## src/inc/sfcr_cfg.svh

```systemverilog
// Register indices, field positions, reset values and rate constants of the
// sensor front-end configuration register bank.
// Assumes a word-indexed register port; every index below is a register number.
`ifndef SFCR_CFG_SVH
`define SFCR_CFG_SVH

// ============================================================================
// Register indices
`define SFCR_REG_SAMPLE   6'h00
`define SFCR_REG_CHAN     6'h01
`define SFCR_REG_MODE     6'h02
`define SFCR_REG_CLK      6'h05
`define SFCR_REG_LIMIT    6'h07
`define SFCR_REG_BW       6'h0D
`define SFCR_REG_OFSP     6'h0E
`define SFCR_REG_OFSN     6'h0F
`define SFCR_REG_PAR      6'h10
`define SFCR_REG_FRST     6'h24
`define SFCR_REG_GAIN1    6'h25
`define SFCR_REG_EXCITATION_REF_TRIM    6'h28
`define SFCR_REG_DOS      6'h2B
`define SFCR_REG_GAIN2    6'h2C

// ============================================================================
// Field low bit positions
`define SFCR_SMP_LSB      0
`define SFCR_RDY_BIT      24
`define SFCR_CHAN_LSB     0
`define SFCR_LVM_BIT      30
`define SFCR_DF_LSB       23
`define SFCR_CLK_LSB      25
`define SFCR_LIMIT_LSB    20
`define SFCR_BW_LSB       4
`define SFCR_OFS_LSB      0
`define SFCR_PAR1_LSB     24
`define SFCR_PAR2_LSB     16
`define SFCR_PAR3_LSB     8
`define SFCR_PAR4_LSB     0
`define SFCR_FRST_BIT     26
`define SFCR_DGAIN_LSB    0
`define SFCR_GAIN1_LSB    27
`define SFCR_EXCITATION_REF_TRIM_LSB    6
`define SFCR_RATE_BIT     23
`define SFCR_DOS_LSB      21
`define SFCR_GAIN2_LSB    2

// ============================================================================
// Reset values
`define SFCR_RST_CHAN     2'h1
`define SFCR_RST_DF       3'h3
`define SFCR_RST_CLK      7'h64
`define SFCR_RST_LIMIT    12'hFFF
`define SFCR_RST_BW       4'hF
`define SFCR_RST_OFS      13'h1623
`define SFCR_RST_PAR      8'h00
`define SFCR_RST_FRST     1'h1
`define SFCR_RST_DGAIN    20'h001F4
`define SFCR_RST_GAIN1    4'hB
`define SFCR_RST_EXCITATION_REF_TRIM    4'h0
`define SFCR_RST_RATE     1'h0
`define SFCR_RST_DOS      2'h0
`define SFCR_RST_GAIN2    3'h5

// ============================================================================
// Codes and rate constants
`define SFCR_CHAN_FIRST   2'h1
`define SFCR_CHAN_SECOND  2'h2
`define SFCR_DOS_DROOP    2'h0
`define SFCR_DOS_HALFBAND 2'h1
`define SFCR_DOS_COMB     2'h2
`define SFCR_CLK_SYS_KHZ  200000
`define SFCR_FS_KHZ_CODE  4
`define SFCR_DECIM_BASE   256
`define SFCR_DECIM_LOG2   8
`define SFCR_GAIN_SHIFT   9

`endif

```

## src/inc/sfcr_pkg.sv

```systemverilog
// Types shared by the sensor front-end configuration bank and its scaler.
// Assumes nothing of its surroundings.
package sfcr_pkg;
	// ========================================================================
	// Data types
	typedef logic signed [23:0] sfcr_sample_t;
	typedef logic signed [25:0] sfcr_stage_t;
	typedef logic        [1:0]  sfcr_osel_t;
endpackage : sfcr_pkg

```

## src/rtl/sfcr_scale.sv

```systemverilog
// Digital gain and output limiter of the sample path.
// Assumes synchronous inputs on the system clock and a synchronised reset.
`timescale 1ns/1ps
`default_nettype none
`include "sfcr_cfg.svh"

module sfcr_scale #(
	parameter int IN_W  = 26,
	parameter int G_W   = 20,
	parameter int SHIFT = `SFCR_GAIN_SHIFT
) (
	input  wire logic                   clk,
	input  wire logic                   rst_n,
	input  wire logic                   in_valid,
	input  wire logic signed [IN_W-1:0] in_data,
	input  wire logic signed [G_W-1:0]  gain,
	input  wire logic        [11:0]     limit,
	output logic                        out_valid,
	output sfcr_pkg::sfcr_sample_t      out_data
);
	import sfcr_pkg::*;

	localparam int P_W = IN_W + G_W;

	logic signed [P_W-1:0] prod_reg;
	logic                  prod_vld_reg;
	logic        [11:0]    limit_reg;
	logic signed [P_W-1:0] scaled;
	logic signed [P_W-1:0] lim_pos;
	logic signed [P_W-1:0] lim_neg;

	// ========================================================================
	// Gain stage
	// The gain is signed, so a negative code inverts the output polarity.
	always_ff @(posedge clk or negedge rst_n) begin
		if (!rst_n) begin
			prod_reg     <= '0;
			prod_vld_reg <= 1'b0;
			limit_reg    <= `SFCR_RST_LIMIT;
		end else begin
			prod_reg     <= in_data * gain;
			prod_vld_reg <= in_valid;
			limit_reg    <= limit;
		end
	end

	// ========================================================================
	// Limiter
	// A full-scale limit code opens the clamp to the whole 24-bit range.
	assign scaled  = prod_reg >>> SHIFT;
	assign lim_pos = P_W'($signed({1'b0, limit_reg, 11'h7FF}));
	assign lim_neg = -lim_pos - P_W'(1);

	always_ff @(posedge clk or negedge rst_n) begin
		if (!rst_n) begin
			out_valid <= 1'b0;
			out_data  <= '0;
		end else begin
			out_valid <= prod_vld_reg;
			if (prod_vld_reg) begin
				if (scaled > lim_pos) begin
					out_data <= sfcr_sample_t'(lim_pos);
				end else if (scaled < lim_neg) begin
					out_data <= sfcr_sample_t'(lim_neg);
				end else begin
					out_data <= sfcr_sample_t'(scaled);
				end
			end
		end
	end
endmodule : sfcr_scale

`default_nettype wire

```

## src/rtl/sfcr_regs.sv

```systemverilog
// Configuration register bank and sample path of the sensor front end.
// Assumes a host-side serial engine on CLK_SYS that issues word reads and writes.
//
// What this block does
// - Channel select 1 measures first axis, 2 measures orthogonal second axis.
// - One axis converted at a time; switching is done by channel select.
// - Excitation trim resets to 0 for 2.1 V; code 15 gives 4.4 V.
// - Low-voltage mode excites at 1.2 V and ignores the excitation trim.
// - Positive and negative offset trims take codes to 8191, independently.
// - Signed digital gain scales the conversion result; resets to 500.
// - Each sample is a ready flag followed by 24 two's complement bits.
// - Rate factor bit selects R of 1 or 2; resets to 0.
// - Seven-bit clock setting sets the sampling rate; resets to 100.
// - Output select: 0 droop stage, 1 half-band stage, 2 comb stage.
// - Twelve-bit limiter clamps output magnitude; 4095 means no limiting.
// - Filter reset bit 26 holds the decimation filter reset; resets to 1.
// - Output rate is sampling rate over 256 times 2^factor times R.
`timescale 1ns/1ps
`default_nettype none
`include "sfcr_cfg.svh"

module sfcr_regs #(
	parameter int unsigned CLK_KHZ = `SFCR_CLK_SYS_KHZ
) (
	input  wire logic                 CLK_SYS,
	input  wire logic                 RESETN,
	input  wire logic [5:0]           REG_ADDR,
	input  wire logic [31:0]          REG_WDATA,
	input  wire logic                 REG_WR,
	input  wire logic                 REG_RD,
	output logic      [31:0]          REG_RDATA,
	output logic                      REG_RVALID,
	input  wire sfcr_pkg::sfcr_sample_t SENSE_FIRST,
	input  wire sfcr_pkg::sfcr_sample_t SENSE_SECOND,
	output logic                      CHAN_SECOND,
	output logic      [3:0]           EXC_TRIM,
	output logic                      EXC_LOW_VOLT,
	output logic      [3:0]           GAIN_FIRST,
	output logic      [2:0]           GAIN_SECOND,
	output logic      [3:0]           BANDWIDTH,
	output logic      [12:0]          OFFSET_POS,
	output logic      [12:0]          OFFSET_NEG,
	output logic      [7:0]           PARASITIC_FIRST,
	output logic      [7:0]           PARASITIC_SECOND,
	output logic      [7:0]           PARASITIC_THIRD,
	output logic      [7:0]           PARASITIC_FOURTH,
	output logic                      SAMPLE_READY,
	output sfcr_pkg::sfcr_sample_t    SAMPLE_DATA
);
	import sfcr_pkg::*;

	localparam int WIN_W = 17;
	localparam int ACC_W = 41;

	logic rst_meta_reg, rst_n;
	logic [1:0] chan_sel_reg;
	logic [2:0] decim_reg;
	logic [6:0] clk_set_reg;
	logic [11:0] limit_reg;
	logic [3:0] bw_reg, gain1_reg, excitation_ref_trim_reg;
	logic [2:0] gain2_reg;
	logic [12:0] ofsp_reg, ofsn_reg;
	logic [7:0] par1_reg, par2_reg, par3_reg, par4_reg;
	logic frst_reg, lvm_reg, rate_reg;
	logic signed [19:0] dgain_reg;
	sfcr_osel_t dos_reg;
	logic chan_second_reg, exc_low_reg;
	logic [3:0] exc_trim_reg;
	sfcr_sample_t first_meta_reg, first_sync_reg, second_meta_reg, second_sync_reg;
	logic [17:0] fs_acc_reg;
	logic [18:0] fs_sum;
	logic fs_tick;
	logic [WIN_W-1:0] win_cnt_reg, win_target;
	logic win_last;
	logic signed [ACC_W-1:0] acc_reg, acc_sum;
	logic [3:0] avg_shift;
	sfcr_stage_t cic_cur_reg, cic_prev_reg, stage_reg, stage_sel;
	logic cic_vld_reg, stage_vld_reg;
	logic scaled_valid;
	sfcr_sample_t scaled_data;
	logic ready_reg;
	sfcr_sample_t data_reg;
	logic [31:0] rd_word;
	logic wr_hit_sample_rd;

	// ========================================================================
	// Reset release
	always_ff @(posedge CLK_SYS or negedge RESETN) begin
		if (!RESETN) begin
			rst_meta_reg <= 1'b0;
			rst_n        <= 1'b0;
		end else begin
			rst_meta_reg <= 1'b1;
			rst_n        <= rst_meta_reg;
		end
	end

	// ========================================================================
	// Configuration fields
	// Each field decodes only its own bits, so a write to a shared word sets
	// every field of that word; the host rewrites neighbours it wants kept.
	always_ff @(posedge CLK_SYS or negedge rst_n) begin
		if (!rst_n) begin
			chan_sel_reg <= `SFCR_RST_CHAN;
			decim_reg    <= `SFCR_RST_DF;
			lvm_reg      <= 1'b0;
			clk_set_reg  <= `SFCR_RST_CLK;
			limit_reg    <= `SFCR_RST_LIMIT;
			bw_reg       <= `SFCR_RST_BW;
			ofsp_reg     <= `SFCR_RST_OFS;
			ofsn_reg     <= `SFCR_RST_OFS;
			par1_reg     <= `SFCR_RST_PAR;
			par2_reg     <= `SFCR_RST_PAR;
			par3_reg     <= `SFCR_RST_PAR;
			par4_reg     <= `SFCR_RST_PAR;
			frst_reg     <= `SFCR_RST_FRST;
			dgain_reg    <= `SFCR_RST_DGAIN;
			gain1_reg    <= `SFCR_RST_GAIN1;
			excitation_ref_trim_reg    <= `SFCR_RST_EXCITATION_REF_TRIM;
			rate_reg     <= `SFCR_RST_RATE;
			dos_reg      <= `SFCR_RST_DOS;
			gain2_reg    <= `SFCR_RST_GAIN2;
		end else if (REG_WR) begin
			case (REG_ADDR)
				`SFCR_REG_CHAN: chan_sel_reg <= REG_WDATA[`SFCR_CHAN_LSB +: 2];
				`SFCR_REG_MODE: begin
					lvm_reg   <= REG_WDATA[`SFCR_LVM_BIT];
					decim_reg <= REG_WDATA[`SFCR_DF_LSB +: $bits(decim_reg)];
				end
				`SFCR_REG_CLK:   clk_set_reg <= REG_WDATA[`SFCR_CLK_LSB +: $bits(clk_set_reg)];
				`SFCR_REG_LIMIT: limit_reg <= REG_WDATA[`SFCR_LIMIT_LSB +: $bits(limit_reg)];
				`SFCR_REG_BW:    bw_reg <= REG_WDATA[`SFCR_BW_LSB +: $bits(bw_reg)];
				`SFCR_REG_OFSP:  ofsp_reg <= REG_WDATA[`SFCR_OFS_LSB +: $bits(ofsp_reg)];
				`SFCR_REG_OFSN: begin
					par1_reg <= REG_WDATA[`SFCR_PAR1_LSB +: $bits(par1_reg)];
					par2_reg <= REG_WDATA[`SFCR_PAR2_LSB +: $bits(par2_reg)];
					ofsn_reg <= REG_WDATA[`SFCR_OFS_LSB +: $bits(ofsn_reg)];
				end
				`SFCR_REG_PAR: begin
					par3_reg <= REG_WDATA[`SFCR_PAR3_LSB +: $bits(par3_reg)];
					par4_reg <= REG_WDATA[`SFCR_PAR4_LSB +: $bits(par4_reg)];
				end
				`SFCR_REG_FRST: begin
					frst_reg  <= REG_WDATA[`SFCR_FRST_BIT];
					dgain_reg <= REG_WDATA[`SFCR_DGAIN_LSB +: $bits(dgain_reg)];
				end
				`SFCR_REG_GAIN1: gain1_reg <= REG_WDATA[`SFCR_GAIN1_LSB +: $bits(gain1_reg)];
				`SFCR_REG_EXCITATION_REF_TRIM: excitation_ref_trim_reg <= REG_WDATA[`SFCR_EXCITATION_REF_TRIM_LSB +: $bits(excitation_ref_trim_reg)];
				`SFCR_REG_DOS: begin
					rate_reg <= REG_WDATA[`SFCR_RATE_BIT];
					dos_reg  <= REG_WDATA[`SFCR_DOS_LSB +: $bits(dos_reg)];
				end
				`SFCR_REG_GAIN2: gain2_reg <= REG_WDATA[`SFCR_GAIN2_LSB +: $bits(gain2_reg)];
				default: ;
			endcase
		end
	end

	// ========================================================================
	// Front-end controls
	// Channel codes other than 1 and 2 keep the axis already in use, so the
	// converter never sees an undefined input.
	always_ff @(posedge CLK_SYS or negedge rst_n) begin
		if (!rst_n) begin
			chan_second_reg <= 1'b0;
			exc_trim_reg    <= `SFCR_RST_EXCITATION_REF_TRIM;
			exc_low_reg     <= 1'b0;
		end else begin
			if (chan_sel_reg == `SFCR_CHAN_FIRST) begin
				chan_second_reg <= 1'b0;
			end else if (chan_sel_reg == `SFCR_CHAN_SECOND) begin
				chan_second_reg <= 1'b1;
			end
			exc_low_reg  <= lvm_reg;
			exc_trim_reg <= lvm_reg ? `SFCR_RST_EXCITATION_REF_TRIM : excitation_ref_trim_reg;
		end
	end

	assign CHAN_SECOND      = chan_second_reg;
	assign EXC_TRIM         = exc_trim_reg;
	assign EXC_LOW_VOLT     = exc_low_reg;
	assign GAIN_FIRST       = gain1_reg;
	assign GAIN_SECOND      = gain2_reg;
	assign BANDWIDTH        = bw_reg;
	assign OFFSET_POS       = ofsp_reg;
	assign OFFSET_NEG       = ofsn_reg;
	assign PARASITIC_FIRST  = par1_reg;
	assign PARASITIC_SECOND = par2_reg;
	assign PARASITIC_THIRD  = par3_reg;
	assign PARASITIC_FOURTH = par4_reg;

	// ========================================================================
	// Converter input capture
	always_ff @(posedge CLK_SYS or negedge rst_n) begin
		if (!rst_n) begin
			first_meta_reg  <= '0;
			first_sync_reg  <= '0;
			second_meta_reg <= '0;
			second_sync_reg <= '0;
		end else begin
			first_meta_reg  <= SENSE_FIRST;
			first_sync_reg  <= first_meta_reg;
			second_meta_reg <= SENSE_SECOND;
			second_sync_reg <= second_meta_reg;
		end
	end

	// ========================================================================
	// Sampling clock
	// A phase accumulator gives the sampling rate in steps of one clock
	// setting code without a divider; the tick jitters by one system cycle.
	assign fs_sum  = {1'b0, fs_acc_reg} + 19'(clk_set_reg) * 19'(`SFCR_FS_KHZ_CODE);
	assign fs_tick = (fs_sum >= 19'(CLK_KHZ));

	always_ff @(posedge CLK_SYS or negedge rst_n) begin
		if (!rst_n) begin
			fs_acc_reg <= '0;
		end else begin
			fs_acc_reg <= fs_tick ? 18'(fs_sum - 19'(CLK_KHZ)) : fs_acc_reg + 18'(fs_sum - {1'b0, fs_acc_reg});
		end
	end

	// ========================================================================
	// Decimation filter
	assign win_target = WIN_W'(`SFCR_DECIM_BASE) << decim_reg << rate_reg;
	assign win_last   = (win_cnt_reg == win_target - WIN_W'(1));
	assign acc_sum    = acc_reg + ACC_W'(chan_second_reg ? second_sync_reg : first_sync_reg);
	assign avg_shift  = 4'(`SFCR_DECIM_LOG2) + 4'(decim_reg) + 4'(rate_reg);

	always_ff @(posedge CLK_SYS or negedge rst_n) begin
		if (!rst_n) begin
			win_cnt_reg  <= '0;
			acc_reg      <= '0;
			cic_cur_reg  <= '0;
			cic_prev_reg <= '0;
			cic_vld_reg  <= 1'b0;
		end else if (frst_reg) begin
			win_cnt_reg  <= '0;
			acc_reg      <= '0;
			cic_cur_reg  <= '0;
			cic_prev_reg <= '0;
			cic_vld_reg  <= 1'b0;
		end else begin
			cic_vld_reg <= fs_tick && win_last;
			if (fs_tick) begin
				win_cnt_reg <= win_last ? '0 : win_cnt_reg + WIN_W'(1);
				acc_reg     <= win_last ? '0 : acc_sum;
				if (win_last) begin
					cic_cur_reg  <= sfcr_stage_t'(acc_sum >>> avg_shift);
					cic_prev_reg <= cic_cur_reg;
				end
			end
		end
	end

	// The half-band and droop stages are two-tap approximations; bypassing
	// to the comb output trades flatness for latency.
	always_comb begin
		unique case (dos_reg)
			`SFCR_DOS_HALFBAND: stage_sel = (cic_cur_reg + cic_prev_reg) >>> 1;
			`SFCR_DOS_COMB:     stage_sel = cic_cur_reg;
			default:            stage_sel = cic_cur_reg + ((cic_cur_reg - cic_prev_reg) >>> 2);
		endcase
	end

	always_ff @(posedge CLK_SYS or negedge rst_n) begin
		if (!rst_n) begin
			stage_reg     <= '0;
			stage_vld_reg <= 1'b0;
		end else begin
			stage_vld_reg <= cic_vld_reg && !frst_reg;
			if (cic_vld_reg) begin
				stage_reg <= stage_sel;
			end
		end
	end

	sfcr_scale #(
		.IN_W  ($bits(sfcr_stage_t)),
		.G_W   ($bits(dgain_reg)),
		.SHIFT (`SFCR_GAIN_SHIFT)
	) u_scale (
		.clk       (CLK_SYS),
		.rst_n     (rst_n),
		.in_valid  (stage_vld_reg),
		.in_data   (stage_reg),
		.gain      (dgain_reg),
		.limit     (limit_reg),
		.out_valid (scaled_valid),
		.out_data  (scaled_data)
	);

	// ========================================================================
	// Sample holding and register reads
	// A new sample arriving in the cycle that reads the old one keeps the
	// ready flag set so the sample is not lost.
	assign wr_hit_sample_rd = REG_RD && (REG_ADDR == `SFCR_REG_SAMPLE);

	always_ff @(posedge CLK_SYS or negedge rst_n) begin
		if (!rst_n) begin
			ready_reg <= 1'b0;
			data_reg  <= '0;
		end else begin
			if (scaled_valid) begin
				ready_reg <= 1'b1;
				data_reg  <= scaled_data;
			end else if (wr_hit_sample_rd) begin
				ready_reg <= 1'b0;
			end
		end
	end

	assign SAMPLE_READY = ready_reg;
	assign SAMPLE_DATA  = data_reg;

	always_comb begin
		rd_word = '0;
		case (REG_ADDR)
			`SFCR_REG_SAMPLE: begin
				rd_word[`SFCR_RDY_BIT]                = ready_reg;
				rd_word[`SFCR_SMP_LSB +: $bits(data_reg)] = data_reg;
			end
			`SFCR_REG_CHAN: rd_word[`SFCR_CHAN_LSB +: 2] = chan_sel_reg;
			`SFCR_REG_MODE: begin
				rd_word[`SFCR_LVM_BIT]                   = lvm_reg;
				rd_word[`SFCR_DF_LSB +: $bits(decim_reg)] = decim_reg;
			end
			`SFCR_REG_CLK:   rd_word[`SFCR_CLK_LSB +: $bits(clk_set_reg)] = clk_set_reg;
			`SFCR_REG_LIMIT: rd_word[`SFCR_LIMIT_LSB +: $bits(limit_reg)] = limit_reg;
			`SFCR_REG_BW:    rd_word[`SFCR_BW_LSB +: $bits(bw_reg)] = bw_reg;
			`SFCR_REG_OFSP:  rd_word[`SFCR_OFS_LSB +: $bits(ofsp_reg)] = ofsp_reg;
			`SFCR_REG_OFSN: begin
				rd_word[`SFCR_PAR1_LSB +: $bits(par1_reg)] = par1_reg;
				rd_word[`SFCR_PAR2_LSB +: $bits(par2_reg)] = par2_reg;
				rd_word[`SFCR_OFS_LSB +: $bits(ofsn_reg)]  = ofsn_reg;
			end
			`SFCR_REG_PAR: begin
				rd_word[`SFCR_PAR3_LSB +: $bits(par3_reg)] = par3_reg;
				rd_word[`SFCR_PAR4_LSB +: $bits(par4_reg)] = par4_reg;
			end
			`SFCR_REG_FRST: begin
				rd_word[`SFCR_FRST_BIT]                     = frst_reg;
				rd_word[`SFCR_DGAIN_LSB +: $bits(dgain_reg)] = dgain_reg;
			end
			`SFCR_REG_GAIN1: rd_word[`SFCR_GAIN1_LSB +: $bits(gain1_reg)] = gain1_reg;
			`SFCR_REG_EXCITATION_REF_TRIM: rd_word[`SFCR_EXCITATION_REF_TRIM_LSB +: $bits(excitation_ref_trim_reg)] = excitation_ref_trim_reg;
			`SFCR_REG_DOS: begin
				rd_word[`SFCR_RATE_BIT]                 = rate_reg;
				rd_word[`SFCR_DOS_LSB +: $bits(dos_reg)] = dos_reg;
			end
			`SFCR_REG_GAIN2: rd_word[`SFCR_GAIN2_LSB +: $bits(gain2_reg)] = gain2_reg;
			default: ;
		endcase
	end

	always_ff @(posedge CLK_SYS or negedge rst_n) begin
		if (!rst_n) begin
			REG_RDATA  <= '0;
			REG_RVALID <= 1'b0;
		end else begin
			REG_RVALID <= REG_RD;
			if (REG_RD) begin
				REG_RDATA <= rd_word;
			end
		end
	end
endmodule : sfcr_regs

`default_nettype wire

```

## config.mk

```make
export PLATFORM = sky130hd
export DESIGN_NAME = sfcr_regs
export DESIGN_NICKNAME = d
export VERILOG_FILES = /design/src/inc/sfcr_pkg.sv /design/src/rtl/sfcr_scale.sv /design/src/rtl/sfcr_regs.sv
export VERILOG_INCLUDE_DIRS = /design/src /design/src/inc
export SDC_FILE = /design/constraint.sdc
export NUM_CORES = 2
export LEC_CHECK = 0
export BUFFER_PORTS_ARGS = -buffer_cell sky130_fd_sc_hd__buf_2
export CAP_MARGIN = 20
export CORE_ASPECT_RATIO = 1.1
export CORE_UTILIZATION = 60
export DETAILED_ROUTE_END_ITERATION = 10
export PLACE_DENSITY = 0.85
export REMOVE_ABC_BUFFERS = 1
export SETUP_SLACK_MARGIN = 0.3
export SLEW_MARGIN = 20
export SYNTH_ARGS = -nofsm -noshare
export SYNTH_HDL_FRONTEND = slang
export SYNTH_SLANG_ARGS = --single-unit
```

## constraint.sdc

```tcl
create_clock -name CLK_SYS -period 32.8 [get_ports CLK_SYS]
set_input_delay 3.28 -clock CLK_SYS [delete_from_list [all_inputs] [get_ports CLK_SYS]]
set_output_delay 3.28 -clock CLK_SYS [all_outputs]
set_load 0.02 [all_outputs]
```

# After elaboration in Yosys (flattened, before gate mapping)
# Index checks and enable logic that the tools add are counted.
totals:
  regBits: 524
  in_bits: 90
  out_inout_bits: 133
classes:
  addsub: 14
  n_mul: 1
  n_lt_le_gt_ge: 3
  n_eq_ne: 18
  n_shift: 3
  muxes: 41
  n_reduce_logical: 23
ops:
  columns: ["operator", "count"]
  rows:
  - ["$mux W41", 4]
  - ["$mux W26", 6]
  - ["$pmux W26 S2", 1]
  - ["$mux W17", 3]
  - ["$mux W24", 2]
  - ["$lt A37 B46 Y1", 1]
  - ["$mul A26 B20 Y46", 1]
  - ["$neg A23 Y46", 1]
  - ["$sub A46 B2 Y46 const B", 1]
  - ["$add A41 B41 Y41", 1]
  - ["$sshr A41 B4 Y26", 1]
  - ["$gt A37 B24 Y1", 1]
  - ["$pmux W2 S6", 3]
  - ["$eq A6 B6 Y1 const B", 5]
  - ["$reduce_and A2 Y1", 14]
  - ["$add A26 B24 Y26", 1]
  - ["$add A26 B26 Y26", 1]
  - ["$sub A26 B26 Y26", 1]
  - ["$add A18 B9 Y19", 1]
  - ["$ge A19 B18 Y1 const B", 1]
  - ["$add A18 B18 Y18", 1]
  - ["$eq A6 B4 Y1 const B", 3]
  - ["$mux W18", 1]
  - ["$sub A18 B18 Y18", 1]
  - ["31 further kinds", 47]

# Longest topological paths before layout
depth:
  depth_word: 7
  ltp_mapped: 29
  mapped_depth_nobuf: 27

# By module
# A second synthesis with hierarchy kept.
hier_totals:
  cells_unflattened: 4987
  hier_area_um2: 47969.8
by_module_without_submodules:
  columns: ["mod", "n_inst", "cells_per_inst", "area_per_inst_um2", "seq_area_each_um2"]
  rows:
  - ["sfcr_regs", 1, 2663, 26255.2, 11018.1]
  - ["sfcr_scale", 1, 2324, 21714.6, 1891.8]

# Worst setup path before layout
# Ideal clock, no wire load.
synth_timing:
  kind: "reg2reg"
  start: "register dgain_reg[7]"
  end: "register u_scale.prod_reg[40]"
  arrival_time_ns: 7.069
  required_ns: 32.675
  slack_ns: 25.606
  stages_incl_launch_ff: 25
  n_path_buf: 2
  cell_sequence: "dfstp_2 > clkbuf_1 > clkbuf_1 > nand2_1 > fa_1 > fa_1 > fa_1 > inv_1 > fa_1 > fa_1 > fa_1 > inv_1 > fa_1 > inv_1 > ha_1 > o2111ai_1 > nor3_1 > a21oi_1 > a2111oi_0 > nor3_1 > o21bai_1 > a31oi_1 > nor3b_1 > a41oi_1 > xnor2_1"
synth_between:
  elab_chain_len: 1
synth_rtl:
  columns: ["element", "line_no", "text"]
  rows:
  - ["start: declaration", "sfcr_regs.sv:65", "logic signed [19:0] dgain_reg;"]
  - ["start signal: assignment", "sfcr_regs.sv:117", "dgain_reg <= `SFCR_RST_DGAIN;"]
  - ["start signal: assignment", "sfcr_regs.sv:145", "dgain_reg <= REG_WDATA[`SFCR_DGAIN_LSB +: $bits(dgain_reg)];"]
  - ["$mul A26 B20 Y46", "sfcr_scale.sv:41", "prod_reg <= in_data * gain;"]
  - ["end signal: assignment", "sfcr_scale.sv:41", null]
  - ["end: declaration", "sfcr_scale.sv:25", "logic signed [P_W-1:0] prod_reg;"]
# Every way passes these cells.
# A chain may end at the register's enable or synchronous reset.

# Final worst setup path
layout_timing:
  start: "register dgain_reg[3]"
  end: "register u_scale.prod_reg[40]"
# Same word-level chain as after synthesis.

==> flow_summary.ini <==
[cts]
cts.clk_slew.worst_paths_ns = 0.08
numCtsBuffers = 56
cts_max_level = 2
cts_tree = yes
cts-resized-gates = 0
clkLatencyLatePin_ns = 0.68
root_buffer = clkbuf_16
clockBufferDepth = 3
post_cts_buffers = 0
clock-sinks = 513
cts_hold_buf = 0

[pwr]
ir_drop_mv = 0.0874
p_leak_nw = 25.6
p_per_area_nw_per_um2 = 76.1
power_mw = 3.94

[grt]
grt_max_degree = 181
grt_first_pass_wirelength_um = 204000
track_usage_pct = 31.6
grt_pass1_vias = 39100
antenna_found_initial = 2
grt_remaining_overflow = 0

[timing]
fin_crit_ns = 8.08
tightest_slew_ns = 1.12
clock.fmax_mhz = 124
min_period_over_period_pct = 24.6
setup_violations = 0
rsz0062_at_grt = false
relSlewSlack_pct = 25.1
fin_tns_setup_ns = 0
slew_viol_final = 0
finClkSkew_ns = 0.0742
finalHoldViolCount = 0

[cells_and_area]
fillers = 5863
layout-drive-gt1-share_pct = 14.1
seq_area_sq_um = 12900
multiInputGateArea_sq_um = 31300
nNetsFinal = 5941
utilization_pct = 65.5
diodes = 0
syn2layout_area_growth_pct = 8.05
largest_register_ff_count = 41

[yosys]
synthCells = 4924
synthXorXnorAreaFrac_pct = 3.30
synth_adder_area_share_pct = 30.3
syn_area_sq_um = 47900
ys_warn_count = 0
async_reset_ff_share_pct = 100
synth-edff-count = 0
synth_simple_gate_area_share_pct = 13.3
muxShareOfSynthArea_pct = 5.72
ys_ff_latch = 513
synth_top_family_by_area = adder cells
synth-compound-area-share_pct = 12.7
ys_types = 109
postSynthAreaPerCell_sq_um = 9.72
synth_top_flop_cell = dfrtp_1
synth_seq_area_share_pct = 27.0

[floorplan]
die_w_um = 271
start_util_pct = 60.6
dieArea_sq_um = 80900
fp-row-count = 108
io_pins = 223
die_h_um = 298
core_sq_um = 78900

[critical_path]
path_buf_inv = 5
cp_data_arrival_time_ns = 8.61
slowest_delay_ns = 0.96
cp-end-kind = flop
worstSetupStartpointType = flop
path_delay_family = adder cells
crit_path_top_delay_cell = dfrtp_1
critPathMaxFanout = 28
crit_type = flop to flop
cp_cell_sequence = and2_1, fa_1, fa_1, inv_1, fa_1, inv_1, fa_1, fa_1, fa_1, inv_1, fa_1, inv_1, ha_1, o211ai_1, o21ai_0, nor3_1, a2111oi_1, buf_4, nor3_1, o21bai_1, a31oi_1, nor3b_1, a41oi_1, xnor2_1
path_common_cell = fa_1
crit_required_ns = 33.32

[drt]
drt_first_pass_iters = 10
drt_wl_total_um = 125000
drc = 0
wl_per_cell_um = 20.5
viasPerCell = 6.11
dr_total_vias = 37300
drt_iter0_drc = 3321
ant_nets = 0

[placed_design]
hpwl_um = 92900
portBuffers = 222
gp_congestion = 0.937

[hold_path]
hold_class = flop to async pin

[job]
maxCapViolCount = 0

[run_status]
status = complete, no violations
## metrics by stage
stage	hold WS, ns	std cells	cell area [sq um]	worst slack (ns)
floorplan	0.331	4677	46800	17.54
global placement	0.331	5996	49700	24.77
detailed placement	0.335	5996	49700	24.69
CTS	0.349	6102	51700	24.63
global route	0.350	6103	51700	24.30
finish	0.329	6103	51700	24.72
## path summary, 6_finish.rpt
path                                           from              endpoint  slack (ns)  depth (start not counted)
worst max-delay path                   dgain_reg[3]  u_scale.prod_reg[40]       24.72                         24
worst min-delay path                          rst_n         stage_vld_reg        0.33                          1
worst max register to register         dgain_reg[3]  u_scale.prod_reg[40]       24.72                         24
worst min register to register                rst_n         stage_vld_reg        0.33                          1
max in group asynchronous                    RESETN                 rst_n       30.29                          1
min in group CLK_SYS            second_meta_reg[11]   second_sync_reg[11]        0.35                          0
## cells in the mapped netlist, types with 14 or more instances
library cell | n | area share [%]
fa_1 | 531 | 22
xor2_1 | 49 | 0.90
nand3_1 | 26 | 0.27
nor3_1 | 68 | 0.71
o21bai_1 | 29 | 0.45
nand2_1 | 467 | 3.7
o21a_1 | 29 | 0.45
nand4_1 | 29 | 0.38
ha_1 | 310 | 8.1
and3_1 | 29 | 0.38
mux4_2 | 16 | 0.75
dfrtp_1 | 455 | 24
a31oi_1 | 61 | 0.80
a21oi_1 | 202 | 2.1
nand2b_1 | 35 | 0.46
mux2i_1 | 26 | 0.54
and2_1 | 277 | 3.6
nor4_1 | 20 | 0.26
o21ai_0 | 159 | 1.7
a222oi_1 | 27 | 0.56
inv_1 | 705 | 5.5
dfstp_2 | 58 | 3.2
nor2b_1 | 33 | 0.43
o31ai_1 | 19 | 0.30
a22oi_1 | 21 | 0.33
nor2_1 | 277 | 2.2
a211oi_1 | 30 | 0.47
xnor2_1 | 126 | 2.3
mux2_2 | 188 | 4.4
a21o_1 | 67 | 1.1
a22o_1 | 62 | 1.1
o22ai_1 | 16 | 0.21
a221oi_1 | 19 | 0.35
or3_1 | 14 | 0.18
clkbuf_1 | 220 | 1.7
## kinds of logic after synthesis
family | count (synthesis)
XOR/XNOR | 177
adder cells (fa/ha/maj) | 841
other | 1
AND/OR/NAND/NOR | 1321
buffers and inverters | 953
multiplexers | 230
flip-flops | 513
AO/OA/AOI/OAI | 888
## layer usage
layer | global-route usage, % | wire [um]
met4 | 16.6 | 6930
met3 | 5.18 | 9630
met2 | 53.1 | 61600
met1 | 39.2 | 46700
met5 | 0 | 29
## power by group
part	leakage [nW]	switching, mW	internal [mW]
Clock	0.960	0.289	0.381
Combinational	18.2	1.41	0.993
Sequential	6.35	0.104	0.759
## final cells by class
cell class,instances,area share (%)
inverters,706,5.12
repair buffers,275,3.01
clock buffers,76,3.11
multi-input cells,3458,60.6
flip-flops and latches,513,25.0
clock inverters,30,0.673
well taps,1045,2.53
## layout by cell type (no fill, tap or decap), types with 67 or more instances in the layout
cell     synthesis  final
a21oi_1        202    202
mux2_2         188    188
dfrtp_1        455    452
inv_1          705    705
xnor2_1        126    125
nor2_1         277    274
buf_2            6    222
and2_1         277    277
fa_1           531    531
a21o_1          67     67
nand2_1        467    467
o21ai_0        159    159
ha_1           310    310
Note: power is estimated with default switching activity, not from simulation.
